File: src/include/cdro_pkg.sv
// Purpose: Constants for current detection and remote output block
// Assumes: 25 MHz sys_clk, AXI4-Lite register access
// Notes:   Percent levels are whole percent of rated current
package cdro_pkg;
	// ----------------------------------------
	// Register offsets
	// ----------------------------------------
	localparam logic [7:0] OC_LEVEL_OFF  = 8'h00;
	localparam logic [7:0] OC_DELAY_OFF  = 8'h04;
	localparam logic [7:0] ZC_LEVEL_OFF  = 8'h08;
	localparam logic [7:0] ZC_TIME_OFF   = 8'h0c;
	localparam logic [7:0] RET_SEL_OFF   = 8'h10;
	localparam logic [7:0] DATA_A_OFF    = 8'h14;
	localparam logic [7:0] DATA_B_OFF    = 8'h18;
	localparam logic [7:0] FUNC_SEL0_OFF = 8'h1c;
	localparam logic [7:0] FUNC_SEL1_OFF = 8'h20;
	localparam logic [7:0] FUNC_SEL2_OFF = 8'h24;
	localparam logic [7:0] STATUS_OFF    = 8'h28;
	localparam logic [7:0] CURRENT_OFF   = 8'h2c;
	// ----------------------------------------
	// Reset values and ranges
	// ----------------------------------------
	localparam logic [7:0]  OC_LEVEL_RST = 8'h96;   // 150 percent
	localparam logic [7:0]  OC_LEVEL_MAX = 8'h78;   // 120 percent
	localparam logic [7:0]  ZC_LEVEL_RST = 8'h05;   // 5 percent
	localparam logic [7:0]  ZC_LEVEL_MAX = 8'hc8;   // 200 percent
	localparam logic [6:0]  OC_DELAY_RST = 7'h00;   // 0 s, unit 0.1 s
	localparam logic [6:0]  OC_DELAY_MAX = 7'h64;   // 10 s
	localparam logic [6:0]  ZC_TIME_RST  = 7'h32;   // 0.5 s, unit 0.01 s
	localparam logic [6:0]  ZC_TIME_MAX  = 7'h64;   // 1 s
	localparam logic [11:0] DATA_MASK    = 12'hfff; // 0 to 4095
	localparam logic [7:0]  FUNC_SEL_RST = 8'h00;
	// ----------------------------------------
	// Function codes
	// ----------------------------------------
	localparam logic [7:0] FC_OC_POS  = 8'h0c;   // 12
	localparam logic [7:0] FC_OC_NEG  = 8'h70;   // 112
	localparam logic [7:0] FC_ZC_POS  = 8'h0d;   // 13
	localparam logic [7:0] FC_ZC_NEG  = 8'h71;   // 113
	localparam logic [7:0] FC_REM_POS = 8'h60;   // 96
	localparam logic [7:0] FC_REM_NEG = 8'hc4;   // 196
	localparam logic [3:0] RET_CLR    = 4'h0;
	localparam logic [3:0] RET_PWR    = 4'h1;
	localparam logic [3:0] RET_RST    = 4'ha;
	localparam logic [3:0] RET_BOTH   = 4'hb;
	// ----------------------------------------
	// Timing
	// ----------------------------------------
	localparam int CLK_HZ      = 25000000;
	localparam int TICK_US     = 10000;     // 10 ms timer tick
	localparam int TICK_CYC    = CLK_HZ / 1000000 * TICK_US;
	localparam int HOLD_MS     = 100;
	localparam int HOLD_TICKS  = HOLD_MS * 1000 / TICK_US;
	localparam int NTERM       = 3;
endpackage

File: src/logic/current_detect_remote_output.sv
// Purpose: Over/zero current flags and remote output terminal drive
// Assumes: currentPct sampled on sys_clk; drive run and reset from same domain
// Notes:   Terminal function selection is an input map held here as registers
//
// The implementer's own choices: the address map and the AXI4-Lite slave port.
`timescale 1ns/10ps

// Overview of operation
// - Overcurrent flag after level exceeded past delay
// - Overcurrent flag held on about 100 ms
// - Overcurrent level percent, range 0-120, init 150
// - Overcurrent delay 0 to 10 s, init 0
// - Zero flag after current below level past time
// - Zero flag held on 100 ms
// - Zero level percent 0-200, init 5
// - Zero time 0 to 1 s, init 0.5
// - Zero level zero disables zero detection
// - Flags respond within about 0.1 s
// - Overcurrent on terminal codes 12 or 112
// - Zero flag on terminal codes 13 or 113
// - Detection stays active during auto tuning
// - Remote signal on terminal codes 96 or 196
// - Two remote data words, 0-4095, init zero
// - Data bit one turns terminal on, sink inverted
// - Select 0 or 10: power loss clears data
// - Select 1 or 11: data kept over power loss
// - Select 10 or 11: drive reset keeps data
// - Unassigned terminal ignores its data bit
// - Remote parameters writable in any mode
// - Unused data bits read back zero
module current_detect_remote_output
	import cdro_pkg::*;
(
	input  wire logic              sys_clk,
	input  wire logic              rst,
	input  wire logic              powerUp,
	input  wire logic [11:0]       nvDataA,
	input  wire logic [11:0]       nvDataB,
	input  wire logic              driveReset,
	input  wire logic              driveRunning,
	input  wire logic              autoTuning,
	input  wire logic [7:0]        currentPct,
	input  wire logic [NTERM-1:0]  otherFunc,
	output logic      [NTERM-1:0]  terminalOut,
	output logic                   overcurrentFlag,
	output logic                   zeroCurrentFlag,
	output logic      [11:0]       nvSaveDataA,
	output logic      [11:0]       nvSaveDataB,
	output logic                   nvSaveEnable,
	input  wire logic [7:0]        s_axi_awaddr,
	input  wire logic              s_axi_awvalid,
	output logic                   s_axi_awready,
	input  wire logic [31:0]       s_axi_wdata,
	input  wire logic [3:0]        s_axi_wstrb,
	input  wire logic              s_axi_wvalid,
	output logic                   s_axi_wready,
	output logic      [1:0]        s_axi_bresp,
	output logic                   s_axi_bvalid,
	input  wire logic              s_axi_bready,
	input  wire logic [7:0]        s_axi_araddr,
	input  wire logic              s_axi_arvalid,
	output logic                   s_axi_arready,
	output logic      [31:0]       s_axi_rdata,
	output logic      [1:0]        s_axi_rresp,
	output logic                   s_axi_rvalid,
	input  wire logic              s_axi_rready
);
	// ----------------------------------------
	// Registers
	// ----------------------------------------
	logic [7:0]  overcurrentLevel_reg;
	logic [6:0]  overcurrentDelay_reg;
	logic [7:0]  zeroCurrentLevel_reg;
	logic [6:0]  zeroCurrentTime_reg;
	logic [3:0]  remoteRetentionSelect_reg;
	logic [11:0] remoteDataWordA_reg;
	logic [11:0] remoteDataWordB_reg;
	logic [7:0]  terminalFunctionSelect_reg [NTERM];
	logic [7:0]  awAddr_reg;
	logic [31:0] wData_reg;
	logic [3:0]  wStrb_reg;
	logic        awHave_reg;
	logic        wHave_reg;
	logic        writeGo;
	logic        readGo;
	logic [31:0] readData;

	function automatic logic [7:0] clampPct(input logic [7:0] v, input logic [7:0] mx);
		clampPct = (v > mx) ? mx : v;
	endfunction

	function automatic logic [6:0] clampTime(input logic [31:0] v, input logic [6:0] mx);
		clampTime = (v[30:0] > {24'h0, mx}) ? mx : v[6:0];
	endfunction

	// ----------------------------------------
	// AXI4-Lite write channel
	// ----------------------------------------
	assign s_axi_awready = !awHave_reg && !s_axi_bvalid;
	assign s_axi_wready  = !wHave_reg && !s_axi_bvalid;
	assign s_axi_bresp   = 2'h0;
	assign writeGo       = awHave_reg && wHave_reg && !s_axi_bvalid;

	always_ff @(posedge sys_clk) begin
		if (rst) begin
			awHave_reg <= 1'b0;
			awAddr_reg <= 8'h00;
		end else if (s_axi_awvalid && s_axi_awready) begin
			awHave_reg <= 1'b1;
			awAddr_reg <= s_axi_awaddr;
		end else if (writeGo) begin
			awHave_reg <= 1'b0;
		end
	end

	always_ff @(posedge sys_clk) begin
		if (rst) begin
			wHave_reg <= 1'b0;
			wData_reg <= 32'h0;
			wStrb_reg <= 4'h0;
		end else if (s_axi_wvalid && s_axi_wready) begin
			wHave_reg <= 1'b1;
			wData_reg <= s_axi_wdata;
			wStrb_reg <= s_axi_wstrb;
		end else if (writeGo) begin
			wHave_reg <= 1'b0;
		end
	end

	always_ff @(posedge sys_clk) begin
		if (rst) begin
			s_axi_bvalid <= 1'b0;
		end else if (writeGo) begin
			s_axi_bvalid <= 1'b1;
		end else if (s_axi_bready) begin
			s_axi_bvalid <= 1'b0;
		end
	end

	// Settings ignore partial strobes without byte 0; unmapped writes are dropped with OKAY
	// Level resets to 150 percent, above its writable range; writes clamp to 120
	always_ff @(posedge sys_clk) begin
		if (rst) begin
			overcurrentLevel_reg      <= OC_LEVEL_RST;
			overcurrentDelay_reg      <= OC_DELAY_RST;
			zeroCurrentLevel_reg      <= ZC_LEVEL_RST;
			zeroCurrentTime_reg       <= ZC_TIME_RST;
			remoteRetentionSelect_reg <= RET_CLR;
			for (int i = 0; i < NTERM; i++) begin
				terminalFunctionSelect_reg[i] <= FUNC_SEL_RST;
			end
		end else if (writeGo && wStrb_reg[0]) begin
			case (awAddr_reg)
				OC_LEVEL_OFF: overcurrentLevel_reg <= clampPct(wData_reg[7:0], OC_LEVEL_MAX);
				OC_DELAY_OFF: overcurrentDelay_reg <= clampTime(wData_reg, OC_DELAY_MAX);
				ZC_LEVEL_OFF: zeroCurrentLevel_reg <= clampPct(wData_reg[7:0], ZC_LEVEL_MAX);
				ZC_TIME_OFF:  zeroCurrentTime_reg  <= clampTime(wData_reg, ZC_TIME_MAX);
				RET_SEL_OFF: begin
					if (wData_reg[3:0] == RET_CLR || wData_reg[3:0] == RET_PWR ||
					    wData_reg[3:0] == RET_RST || wData_reg[3:0] == RET_BOTH) begin
						remoteRetentionSelect_reg <= wData_reg[3:0];
					end
				end
				FUNC_SEL0_OFF: terminalFunctionSelect_reg[0] <= wData_reg[7:0];
				FUNC_SEL1_OFF: terminalFunctionSelect_reg[1] <= wData_reg[7:0];
				FUNC_SEL2_OFF: terminalFunctionSelect_reg[2] <= wData_reg[7:0];
				default: ;
			endcase
		end
	end

	// ----------------------------------------
	// Remote data words
	// ----------------------------------------
	logic keepOnDriveReset;
	logic keepOnPower;
	assign keepOnDriveReset = remoteRetentionSelect_reg[3];
	assign keepOnPower      = remoteRetentionSelect_reg[0];
	assign nvSaveDataA      = remoteDataWordA_reg;
	assign nvSaveDataB      = remoteDataWordB_reg;
	assign nvSaveEnable     = keepOnPower;

	// Written in any mode; no write-protect gating exists here
	always_ff @(posedge sys_clk) begin
		if (rst) begin
			remoteDataWordA_reg <= 12'h000;
		end else if (powerUp) begin
			remoteDataWordA_reg <= keepOnPower ? nvDataA : 12'h000;
		end else if (driveReset && !keepOnDriveReset) begin
			remoteDataWordA_reg <= 12'h000;
		end else if (writeGo && awAddr_reg == DATA_A_OFF) begin
			if (wStrb_reg[0]) remoteDataWordA_reg[7:0]  <= wData_reg[7:0];
			if (wStrb_reg[1]) remoteDataWordA_reg[11:8] <= wData_reg[11:8];
		end
	end

	// Word B is stored and read back but drives none of the three terminals
	always_ff @(posedge sys_clk) begin
		if (rst) begin
			remoteDataWordB_reg <= 12'h000;
		end else if (powerUp) begin
			remoteDataWordB_reg <= keepOnPower ? nvDataB : 12'h000;
		end else if (driveReset && !keepOnDriveReset) begin
			remoteDataWordB_reg <= 12'h000;
		end else if (writeGo && awAddr_reg == DATA_B_OFF) begin
			if (wStrb_reg[0]) remoteDataWordB_reg[7:0]  <= wData_reg[7:0];
			if (wStrb_reg[1]) remoteDataWordB_reg[11:8] <= wData_reg[11:8];
		end
	end

	// ----------------------------------------
	// Detection timers
	// ----------------------------------------
	logic [17:0] tickCnt_reg;
	logic        tick;
	logic [9:0]  ocCnt_reg;
	logic [9:0]  zcCnt_reg;
	logic [4:0]  ocHold_reg;
	logic [4:0]  zcHold_reg;
	logic        active;
	logic        ocCond;
	logic        zcCond;

	assign tick   = (tickCnt_reg == 18'(TICK_CYC - 1));
	assign active = driveRunning || autoTuning;
	assign ocCond = active && (currentPct > overcurrentLevel_reg);
	assign zcCond = active && (zeroCurrentLevel_reg != 8'h00) && (currentPct < zeroCurrentLevel_reg);

	always_ff @(posedge sys_clk) begin
		if (rst || tick) begin
			tickCnt_reg <= 18'h0;
		end else begin
			tickCnt_reg <= tickCnt_reg + 18'h1;
		end
	end

	// Delay units 0.1 s count as 10 ticks; resolution is one 10 ms tick, within the 0.1 s response
	always_ff @(posedge sys_clk) begin
		if (rst || !ocCond) begin
			ocCnt_reg <= 10'h0;
		end else if (tick && ocCnt_reg <= {3'h0, overcurrentDelay_reg} * 10'd10) begin
			ocCnt_reg <= ocCnt_reg + 10'h1;
		end
	end

	always_ff @(posedge sys_clk) begin
		if (rst || !zcCond) begin
			zcCnt_reg <= 10'h0;
		end else if (tick && zcCnt_reg <= {3'h0, zeroCurrentTime_reg}) begin
			zcCnt_reg <= zcCnt_reg + 10'h1;
		end
	end

	logic ocTrip;
	logic zcTrip;
	// A zero delay trips at once instead of waiting out the phase of the free tick
	assign ocTrip = ocCond && (overcurrentDelay_reg == 7'h00 || ocCnt_reg > {3'h0, overcurrentDelay_reg} * 10'd10);
	assign zcTrip = zcCond && (zeroCurrentTime_reg == 7'h00 || zcCnt_reg > {3'h0, zeroCurrentTime_reg});

	// Hold counters stretch each flag; a trip still present keeps its hold reloaded
	always_ff @(posedge sys_clk) begin
		if (rst) begin
			ocHold_reg <= 5'h0;
		end else if (ocTrip) begin
			ocHold_reg <= 5'(HOLD_TICKS);
		end else if (tick && ocHold_reg != 5'h0) begin
			ocHold_reg <= ocHold_reg - 5'h1;
		end
	end

	always_ff @(posedge sys_clk) begin
		if (rst) begin
			zcHold_reg <= 5'h0;
		end else if (zcTrip) begin
			zcHold_reg <= 5'(HOLD_TICKS);
		end else if (tick && zcHold_reg != 5'h0) begin
			zcHold_reg <= zcHold_reg - 5'h1;
		end
	end

	always_ff @(posedge sys_clk) begin
		if (rst) begin
			overcurrentFlag <= 1'b0;
		end else begin
			overcurrentFlag <= ocTrip || ocHold_reg != 5'h0;
		end
	end

	always_ff @(posedge sys_clk) begin
		if (rst) begin
			zeroCurrentFlag <= 1'b0;
		end else begin
			zeroCurrentFlag <= zcTrip || zcHold_reg != 5'h0;
		end
	end

	// ----------------------------------------
	// Terminal drive
	// ----------------------------------------
	genvar t;
	generate
		for (t = 0; t < NTERM; t++) begin : gTerm
			logic [7:0] fc;
			assign fc = terminalFunctionSelect_reg[t];
			always_ff @(posedge sys_clk) begin
				if (rst) begin
					terminalOut[t] <= 1'b0;
				end else if (fc == FC_OC_POS) begin
					terminalOut[t] <= overcurrentFlag;
				end else if (fc == FC_OC_NEG) begin
					terminalOut[t] <= !overcurrentFlag;
				end else if (fc == FC_ZC_POS) begin
					terminalOut[t] <= zeroCurrentFlag;
				end else if (fc == FC_ZC_NEG) begin
					terminalOut[t] <= !zeroCurrentFlag;
				end else if (fc == FC_REM_POS) begin
					terminalOut[t] <= remoteDataWordA_reg[t];
				end else if (fc == FC_REM_NEG) begin
					terminalOut[t] <= !remoteDataWordA_reg[t];
				end else begin
					terminalOut[t] <= otherFunc[t];
				end
			end
		end
	endgenerate

	// ----------------------------------------
	// AXI4-Lite read channel
	// ----------------------------------------
	// arready drops while an answer waits, so one read at most is in flight
	assign s_axi_arready = !s_axi_rvalid;
	assign readGo        = s_axi_arvalid && s_axi_arready;
	assign s_axi_rresp   = 2'h0;

	always_comb begin
		case (s_axi_araddr)
			OC_LEVEL_OFF:  readData = {24'h0, overcurrentLevel_reg};
			OC_DELAY_OFF:  readData = {25'h0, overcurrentDelay_reg};
			ZC_LEVEL_OFF:  readData = {24'h0, zeroCurrentLevel_reg};
			ZC_TIME_OFF:   readData = {25'h0, zeroCurrentTime_reg};
			RET_SEL_OFF:   readData = {28'h0, remoteRetentionSelect_reg};
			DATA_A_OFF:    readData = {20'h0, remoteDataWordA_reg & DATA_MASK};
			DATA_B_OFF:    readData = {20'h0, remoteDataWordB_reg & DATA_MASK};
			FUNC_SEL0_OFF: readData = {24'h0, terminalFunctionSelect_reg[0]};
			FUNC_SEL1_OFF: readData = {24'h0, terminalFunctionSelect_reg[1]};
			FUNC_SEL2_OFF: readData = {24'h0, terminalFunctionSelect_reg[2]};
			STATUS_OFF:    readData = {29'h0, active, zeroCurrentFlag, overcurrentFlag};
			CURRENT_OFF:   readData = {24'h0, currentPct};
			default:       readData = 32'h0;
		endcase
	end

	always_ff @(posedge sys_clk) begin
		if (rst) begin
			s_axi_rvalid <= 1'b0;
		end else if (readGo) begin
			s_axi_rvalid <= 1'b1;
		end else if (s_axi_rready) begin
			s_axi_rvalid <= 1'b0;
		end
	end

	// Data is captured with the request and stands until taken
	always_ff @(posedge sys_clk) begin
		if (rst) begin
			s_axi_rdata <= 32'h0;
		end else if (readGo) begin
			s_axi_rdata <= readData;
		end
	end
endmodule

File: config.mk
export PLATFORM = sky130hd
export DESIGN_NAME = current_detect_remote_output
export DESIGN_NICKNAME = d
export VERILOG_FILES = /design/src/include/cdro_pkg.sv /design/src/logic/current_detect_remote_output.sv
export SDC_FILE = /design/constraint.sdc
export NUM_CORES = 1
export LEC_CHECK = 0
export BUFFER_PORTS_ARGS = -buffer_cell sky130_fd_sc_hd__buf_2
export CORE_MARGIN = 4
export CORE_UTILIZATION = 32
export CTS_CLUSTER_DIAMETER = 40
export DETAILED_ROUTE_END_ITERATION = 8
export GPL_ROUTABILITY_DRIVEN = 0
export PLACE_DENSITY = 0.49
export SYNTH_ARGS = -nofsm -noshare
export SYNTH_HDL_FRONTEND = slang
export SYNTH_SLANG_ARGS = --single-unit
File: constraint.sdc
create_clock -name sys_clk -period 3.9 [get_ports sys_clk]
set_input_delay 0.195 -clock sys_clk [delete_from_list [all_inputs] [get_ports sys_clk]]
set_output_delay 0.195 -clock sys_clk [all_outputs]
set_load 0.01 [all_outputs]
After elaboration in Yosys (flattened, before gate mapping)
Memory sizes are Yosys's and may differ from the RTL's.
Cells that the tools add are included.
{"block": "totals", "latchBits": 0, "word_cells": 222, "rom_bits": 0, "mem_bits_rw": 24, "memories": 1, "output_inout_bits": 71, "input_bits": 98, "reg_bits": 188}
{"block": "classes", "magnitude_cmp": 9, "n_addsub": 5, "n_eq_ne": 42, "n_shift": 0, "mux": 60, "div_mod_pow": 0, "bitwise_logic": 3, "n_mul": 1, "reduce_logical": 72}
{"memory": "terminalFunctionSelect_reg", "depth": 3, "word_bits": 8, "rd": 3, "rd_clocked_by_memory_dff": 0, "write_ports": 3, "line": "current_detect_remote_output.sv:78", "source": "logic [7:0] terminalFunctionSelect_reg [NTERM];"}
{"cell": "12-bit one-hot mux with 12 select lines", "count": 1}
{"cell": "12-bit two-way mux", "count": 8}
{"cell": "8-bit by 4-bit equality test with 1-bit output, second input constant", "count": 10}
{"cell": "8-bit by 7-bit equality test with 1-bit output, second input constant", "count": 9}
{"cell": "8-bit by 5-bit equality test with 1-bit output, second input constant", "count": 8}
{"cell": "8-bit by 6-bit equality test with 1-bit output, second input constant", "count": 6}
{"cell": "8-bit two-way mux", "count": 6}
{"cell": "1-bit two-way mux", "count": 39}
{"cell": "31-bit by 7-bit greater-than comparator with 1-bit output, second input constant", "count": 1}
{"cell": "8-bit equality test, second input constant", "count": 3}
{"cell": "10-bit by 1-bit adder with 10-bit output, second input constant", "count": 2}
{"cell": "1-bit logical AND", "count": 20}
{"cell": "4-bit two-way mux", "count": 5}
{"cell": "18-bit by 1-bit adder with 18-bit output, second input constant", "count": 1}
{"cell": "18-bit equality test, second input constant", "count": 1}
{"cell": "8-bit by 3-bit equality test with 1-bit output, second input constant", "count": 2}
{"cell": "8-bit zero test", "count": 2}
{"cell": "2-bit AND reduction", "count": 8}
{"cell": "7-bit zero test", "count": 2}
{"cell": "1-bit zero test", "count": 12}
{"cell": "2-bit nonzero test", "count": 6}
{"cell": "3-bit nonzero test", "count": 4}
{"cell": "1-bit logical OR", "count": 11}
{"cell": "10-bit greater-than comparator", "count": 1}
{"cell": "18 further kinds", "count": 24}

Longest topological paths before layout
An unclocked memory read counts as a cell.
{"block": "depth", "depth_word": 8, "depth_mapped": 15, "ltp_nobuf": 15}

Least setup slack after synthesis
OpenSTA, ideal clock, no wires.
{"block": "synth_timing", "path_type": "reg-to-reg", "start": "register overcurrentDelay_reg[2]", "end": "register ocCnt_reg[5]", "stages_incl_launch_ff": 15, "arrival_time_ns": 3.243, "synth_period_minus_slack_ns": 3.314, "slack_ns": 0.586, "setup_ns": 0.071, "t_required_ns": 3.829, "path_buffers": 0, "path_cell_list": "dfxtp_1 -> ha_1 -> ha_1 -> a21o_1 -> a21oi_1 -> o21bai_1 -> a21oi_1 -> xor2_1 -> ha_1 -> nand4_1 -> or4_1 -> o221a_2 -> nand2b_1 -> or3_1 -> a21oi_1"}
{"block": "synth_via", "elab_chain_len": 3}
{"item": "from (decl)", "line": "current_detect_remote_output.sv:72", "source": "logic [6:0] overcurrentDelay_reg;"}
{"item": "from (signal assigned)", "line": "current_detect_remote_output.sv:155", "source": "OC_DELAY_OFF: overcurrentDelay_reg <= clampTime(wData_reg, OC_DELAY_MAX);"}
{"item": "7-bit by 3-bit multiplier with 9-bit output", "line": "current_detect_remote_output.sv:241", "source": "end else if (tick && ocCnt_reg <= {3'h0, overcurrentDelay_reg} * 10'd10) begin"}
{"item": "10-bit <= comparator", "line": "current_detect_remote_output.sv:241"}
{"item": "1-bit logical AND", "line": "current_detect_remote_output.sv:241"}
{"item": "to (signal assigned)", "line": "current_detect_remote_output.sv:242", "source": "ocCnt_reg <= ocCnt_reg + 10'h1;"}
{"item": "to (decl)", "line": "current_detect_remote_output.sv:216", "source": "logic [9:0] ocCnt_reg;"}
Every way passes these cells.
A chain may end at the register's enable or synchronous reset.

Worst setup path after layout
Same ends and word-level chain as after synthesis.

==> flow_summary_export.csv <==
group,metric,value,unit
outcome,outcome,"finished clean",
place,pre_cts_ws,0.2686,ns
sta,finalHoldViolations,0,
routing,totalWireLength,33.66,mm
sta,max_freq,275.5,MHz
layout,finalInstanceArea,12080,µm²
routing,vias,9176,
setup_path,worstSetupStartpoint,"overcurrentDelay_reg[2]",
global_routing,grt.total_usage,0.1939,
floorplan,io_pins,169,
power,p_sw,1.247,mW
power,clock_power_share,0.415,
floorplan,core-area,30750,µm²
layout,drive_gt1_frac,0.1598,
setup_path,crit_type,"flip-flop to flip-flop",
routing,vias_per_cell,5.249,
power,peakVddDrop,0.0002974,V
routing,wl_per_cell,19.25,µm
place,dpl.cell_count,1674,
layout,seq_area,4084,µm²
sta,rsz0062_at_grt,"false",
yosys,yosys_most_used_dff,"dfxtp_1",
sta,worst_slew_pin_slew,1.129,ns
setup_path,timing.rr.start,"overcurrentDelay_reg[2]",
sta,finalWorstSetupSlack,0.2699,ns
cts,cts_sinks,192,
place,dpl-instance-area,11040,µm²
global_routing,grt_pass1_wl,51.25,mm
cts,post_cts.repair.setup_buffers,0,
layout,fin_util,0.3928,
yosys,postSynthCellCount,1187,
setup_path,endpoint_kind,"flip-flop",
setup_path,rr_endpoint,"ocCnt_reg[5]",
power,power_frac_comb,0.101,
power,pwr-share-seq,0.484,
setup_path,cp.required,4.27,ns
yosys,yosysWarnings,0,
worst_hold_path,worstHoldPathType,"input pin to flip-flop",
layout,instances_no_fill,1748,
yosys,async_flop_share,0,
routing,drtPass1Iterations,7,
cts,cts_inserted_buffers,17,
floorplan,die_area,34290,µm²
cts,root_buffer,"clkbuf_16",
layout,antennaDiodeCount,0,
power,power.leakage,4.748,nW
sta,tns,0,ns
cts,ctsHtreeMaxLevel,4,
layout,fin_nets,1484,
routing,ant_nets,0,
place,numPortBuffers,141,
floorplan,num_rows,64,
cts,cts_tree,"built",
global_routing,grt_max_degree,70,
setup_path,crit_path_end,"ocCnt_reg[5]",
yosys,seq_area_frac_synth,0.4065,
yosys,ys_ff_latch,192,
sta,finalMaxSlewViolations,0,
floorplan,start_util,0.3267,
layout,largest_reg_flops,31,
power,p_per_area,365.8,nW/µm²
worst_hold_path,hold_start,"s_axi_arvalid",
setup_path,path_max_fanout,8,
power,p_int,3.171,mW
layout,multiInputGateArea,5429,µm²
layout,nFillCells,3165,
routing,drt_iter0_drc,685,
floorplan,die_y,185.2,µm
global_routing,grt_overflow,0,
layout,syn_to_final_growth,20.23,%
floorplan,die_x,185.2,µm
sta,finalClockSkew,0.01607,ns
setup_path,rrSetupSlack,0.27,ns
power,finalPower,4.418,mW
cts,path_clk_slew,0.09,ns
yosys,avgSynthCellArea,8.463,µm²
job,maxCapViolCount,0,
place,dpl.hpwl,25.61,mm
sta,fin_crit_sh,0.9308,
yosys,synth.distinct_cells,77,
cts,cts_max_path_buffers,2,
yosys,syn-cell-area,10050,µm²
sta,hold_slack,0.01717,ns
sta,fin_crit,3.630,ns
setup_path,r2r_cells,14,
setup_path,startpoint_type,"flip-flop",
yosys,synth_edf_count,24,
global_routing,antenna_found_initial,1,
sta,setup_viol,0,
power,switching_share,0.2822,
sta,relSlewSlack,0.2453,
global_routing,grt_pass1_vias,8709,
routing,route.detailed.drc,0,
setup_path,worstPathArrival,4.00,ns
cts,clk_latency,0.45,ns
## layer usage
metal,GRT usage,part of all wire,vias to the layer above
met5,0,0,-
met4,0.04463,0.018,0
met3,0.03535,0.052,35
met2,0.3133,0.46,270
met1,0.2708,0.47,4332
li1,-,-,4539
## area by class of cell
| class | count | share of cell area |
|---|---|---|
| clock buffers | 18 | 0.03636 |
| well taps | 396 | 0.04102 |
| inverters | 55 | 0.01709 |
| repair buffers | 199 | 0.1034 |
| flip-flops and latches | 192 | 0.3381 |
| clock inverters | 14 | 0.01450 |
| multi-input cells | 874 | 0.4495 |
## cell usage after synthesis (12+ instances only)
cell / count / share of area
a211oi_1: 37 / 0.028
a21oi_1: 85 / 0.042
a22oi_1: 36 / 0.027
and3_1: 12 / 0.0075
buf_4: 24 / 0.018
clkbuf_1: 59 / 0.022
dfxtp_1: 168 / 0.33
edfxtp_1: 24 / 0.072
ha_1: 46 / 0.057
inv_1: 55 / 0.021
mux2i_1: 22 / 0.022
nand2_1: 141 / 0.053
nand3_1: 30 / 0.015
nand4_1: 19 / 0.012
nor2_1: 126 / 0.047
nor3_1: 34 / 0.017
nor4_1: 13 / 0.0081
o21ai_0: 34 / 0.017
xnor2_1: 18 / 0.016
xor2_1: 23 / 0.020
## kinds of logic after synthesis
logic type,count (synthesis),share of synthesized area
compound gates,282,0.1865
other cells,1,0.0003733
simple gates,452,0.2193
fa+ha+maj,47,0.05928
xor+xnor,41,0.03574
buf+inv,144,0.06364
mux,28,0.02865
flops,192,0.4065
## critical path: stages (launching register included)
cell	delay (ns)
dfxtp_1	0.42
ha_1	0.28
ha_1	0.30
a21o_1	0.17
a21oi_1	0.22
o21bai_1	0.09
a21oi_1	0.17
xor2_1	0.09
ha_1	0.33
nand4_1	0.10
or4_1	0.41
o221a_2	0.23
nand2b_1	0.24
or3_1	0.36
a21oi_1	0.15
## what timing repair did
item	in CTS	in global routing
hold buffers	42	0
endpoints found under the setup margin	0	1
resized for setup	0	1
hold endpoints to repair	42	0
## how the worst min path moves through the flow
stage                        end  slack (ns)  cells past startpoint
floorplan           s_axi_rvalid        0.30                      1
global placement    s_axi_rvalid        0.38                      2
detailed placement  s_axi_rvalid        0.39                      2
CTS                 s_axi_rvalid      0.0006                      3
global route        s_axi_rvalid        0.02                      3
finish              s_axi_rvalid        0.02                      3
## layout by cell type, fill, tap and decap left out, types with 5 or more instances in the layout
| cell | count |
|---|---|
| a211oi_1 | 37 |
| a21oi_1 | 83 |
| a221o_1 | 7 |
| a221oi_1 | 6 |
| a22o_1 | 11 |
| a22oi_1 | 36 |
| a311oi_1 | 9 |
| a31oi_1 | 8 |
| and2_1 | 6 |
| and3_1 | 12 |
| buf_2 | 140 |
| buf_4 | 17 |
| clkbuf_16 | 17 |
| conb_1 | 24 |
| dfxtp_1 | 168 |
| dlygate4sd3_1 | 42 |
| edfxtp_1 | 24 |
| ha_1 | 46 |
| inv_1 | 55 |
| mux2_2 | 6 |
| mux2i_1 | 22 |
| nand2_1 | 141 |
| nand2b_1 | 6 |
| nand3_1 | 30 |
| nand3b_1 | 5 |
| nand4_1 | 19 |
| nor2_1 | 126 |
| nor2b_1 | 11 |
| nor3_1 | 34 |
| nor3b_1 | 7 |
| nor4_1 | 12 |
| o211ai_1 | 9 |
| o21ai_0 | 34 |
| o22ai_1 | 5 |
| or3_1 | 6 |
| xnor2_1 | 18 |
| xor2_1 | 23 |
## power groups by stage
| stage | Combinational [mW] | Clock [mW] | Sequential, mW |
|---|---|---|---|
| after floorplan | 0.273 | 0 | 2.15 |
| after global placement | 0.414 | 0 | 2.18 |
| after detailed placement | 0.415 | 0 | 2.18 |
| after CTS | 0.448 | 1.87 | 2.14 |
| after global routing | 0.496 | 1.94 | 2.15 |
| final | 0.448 | 1.83 | 2.14 |
Note: power is estimated with default switching activity, not from simulation.
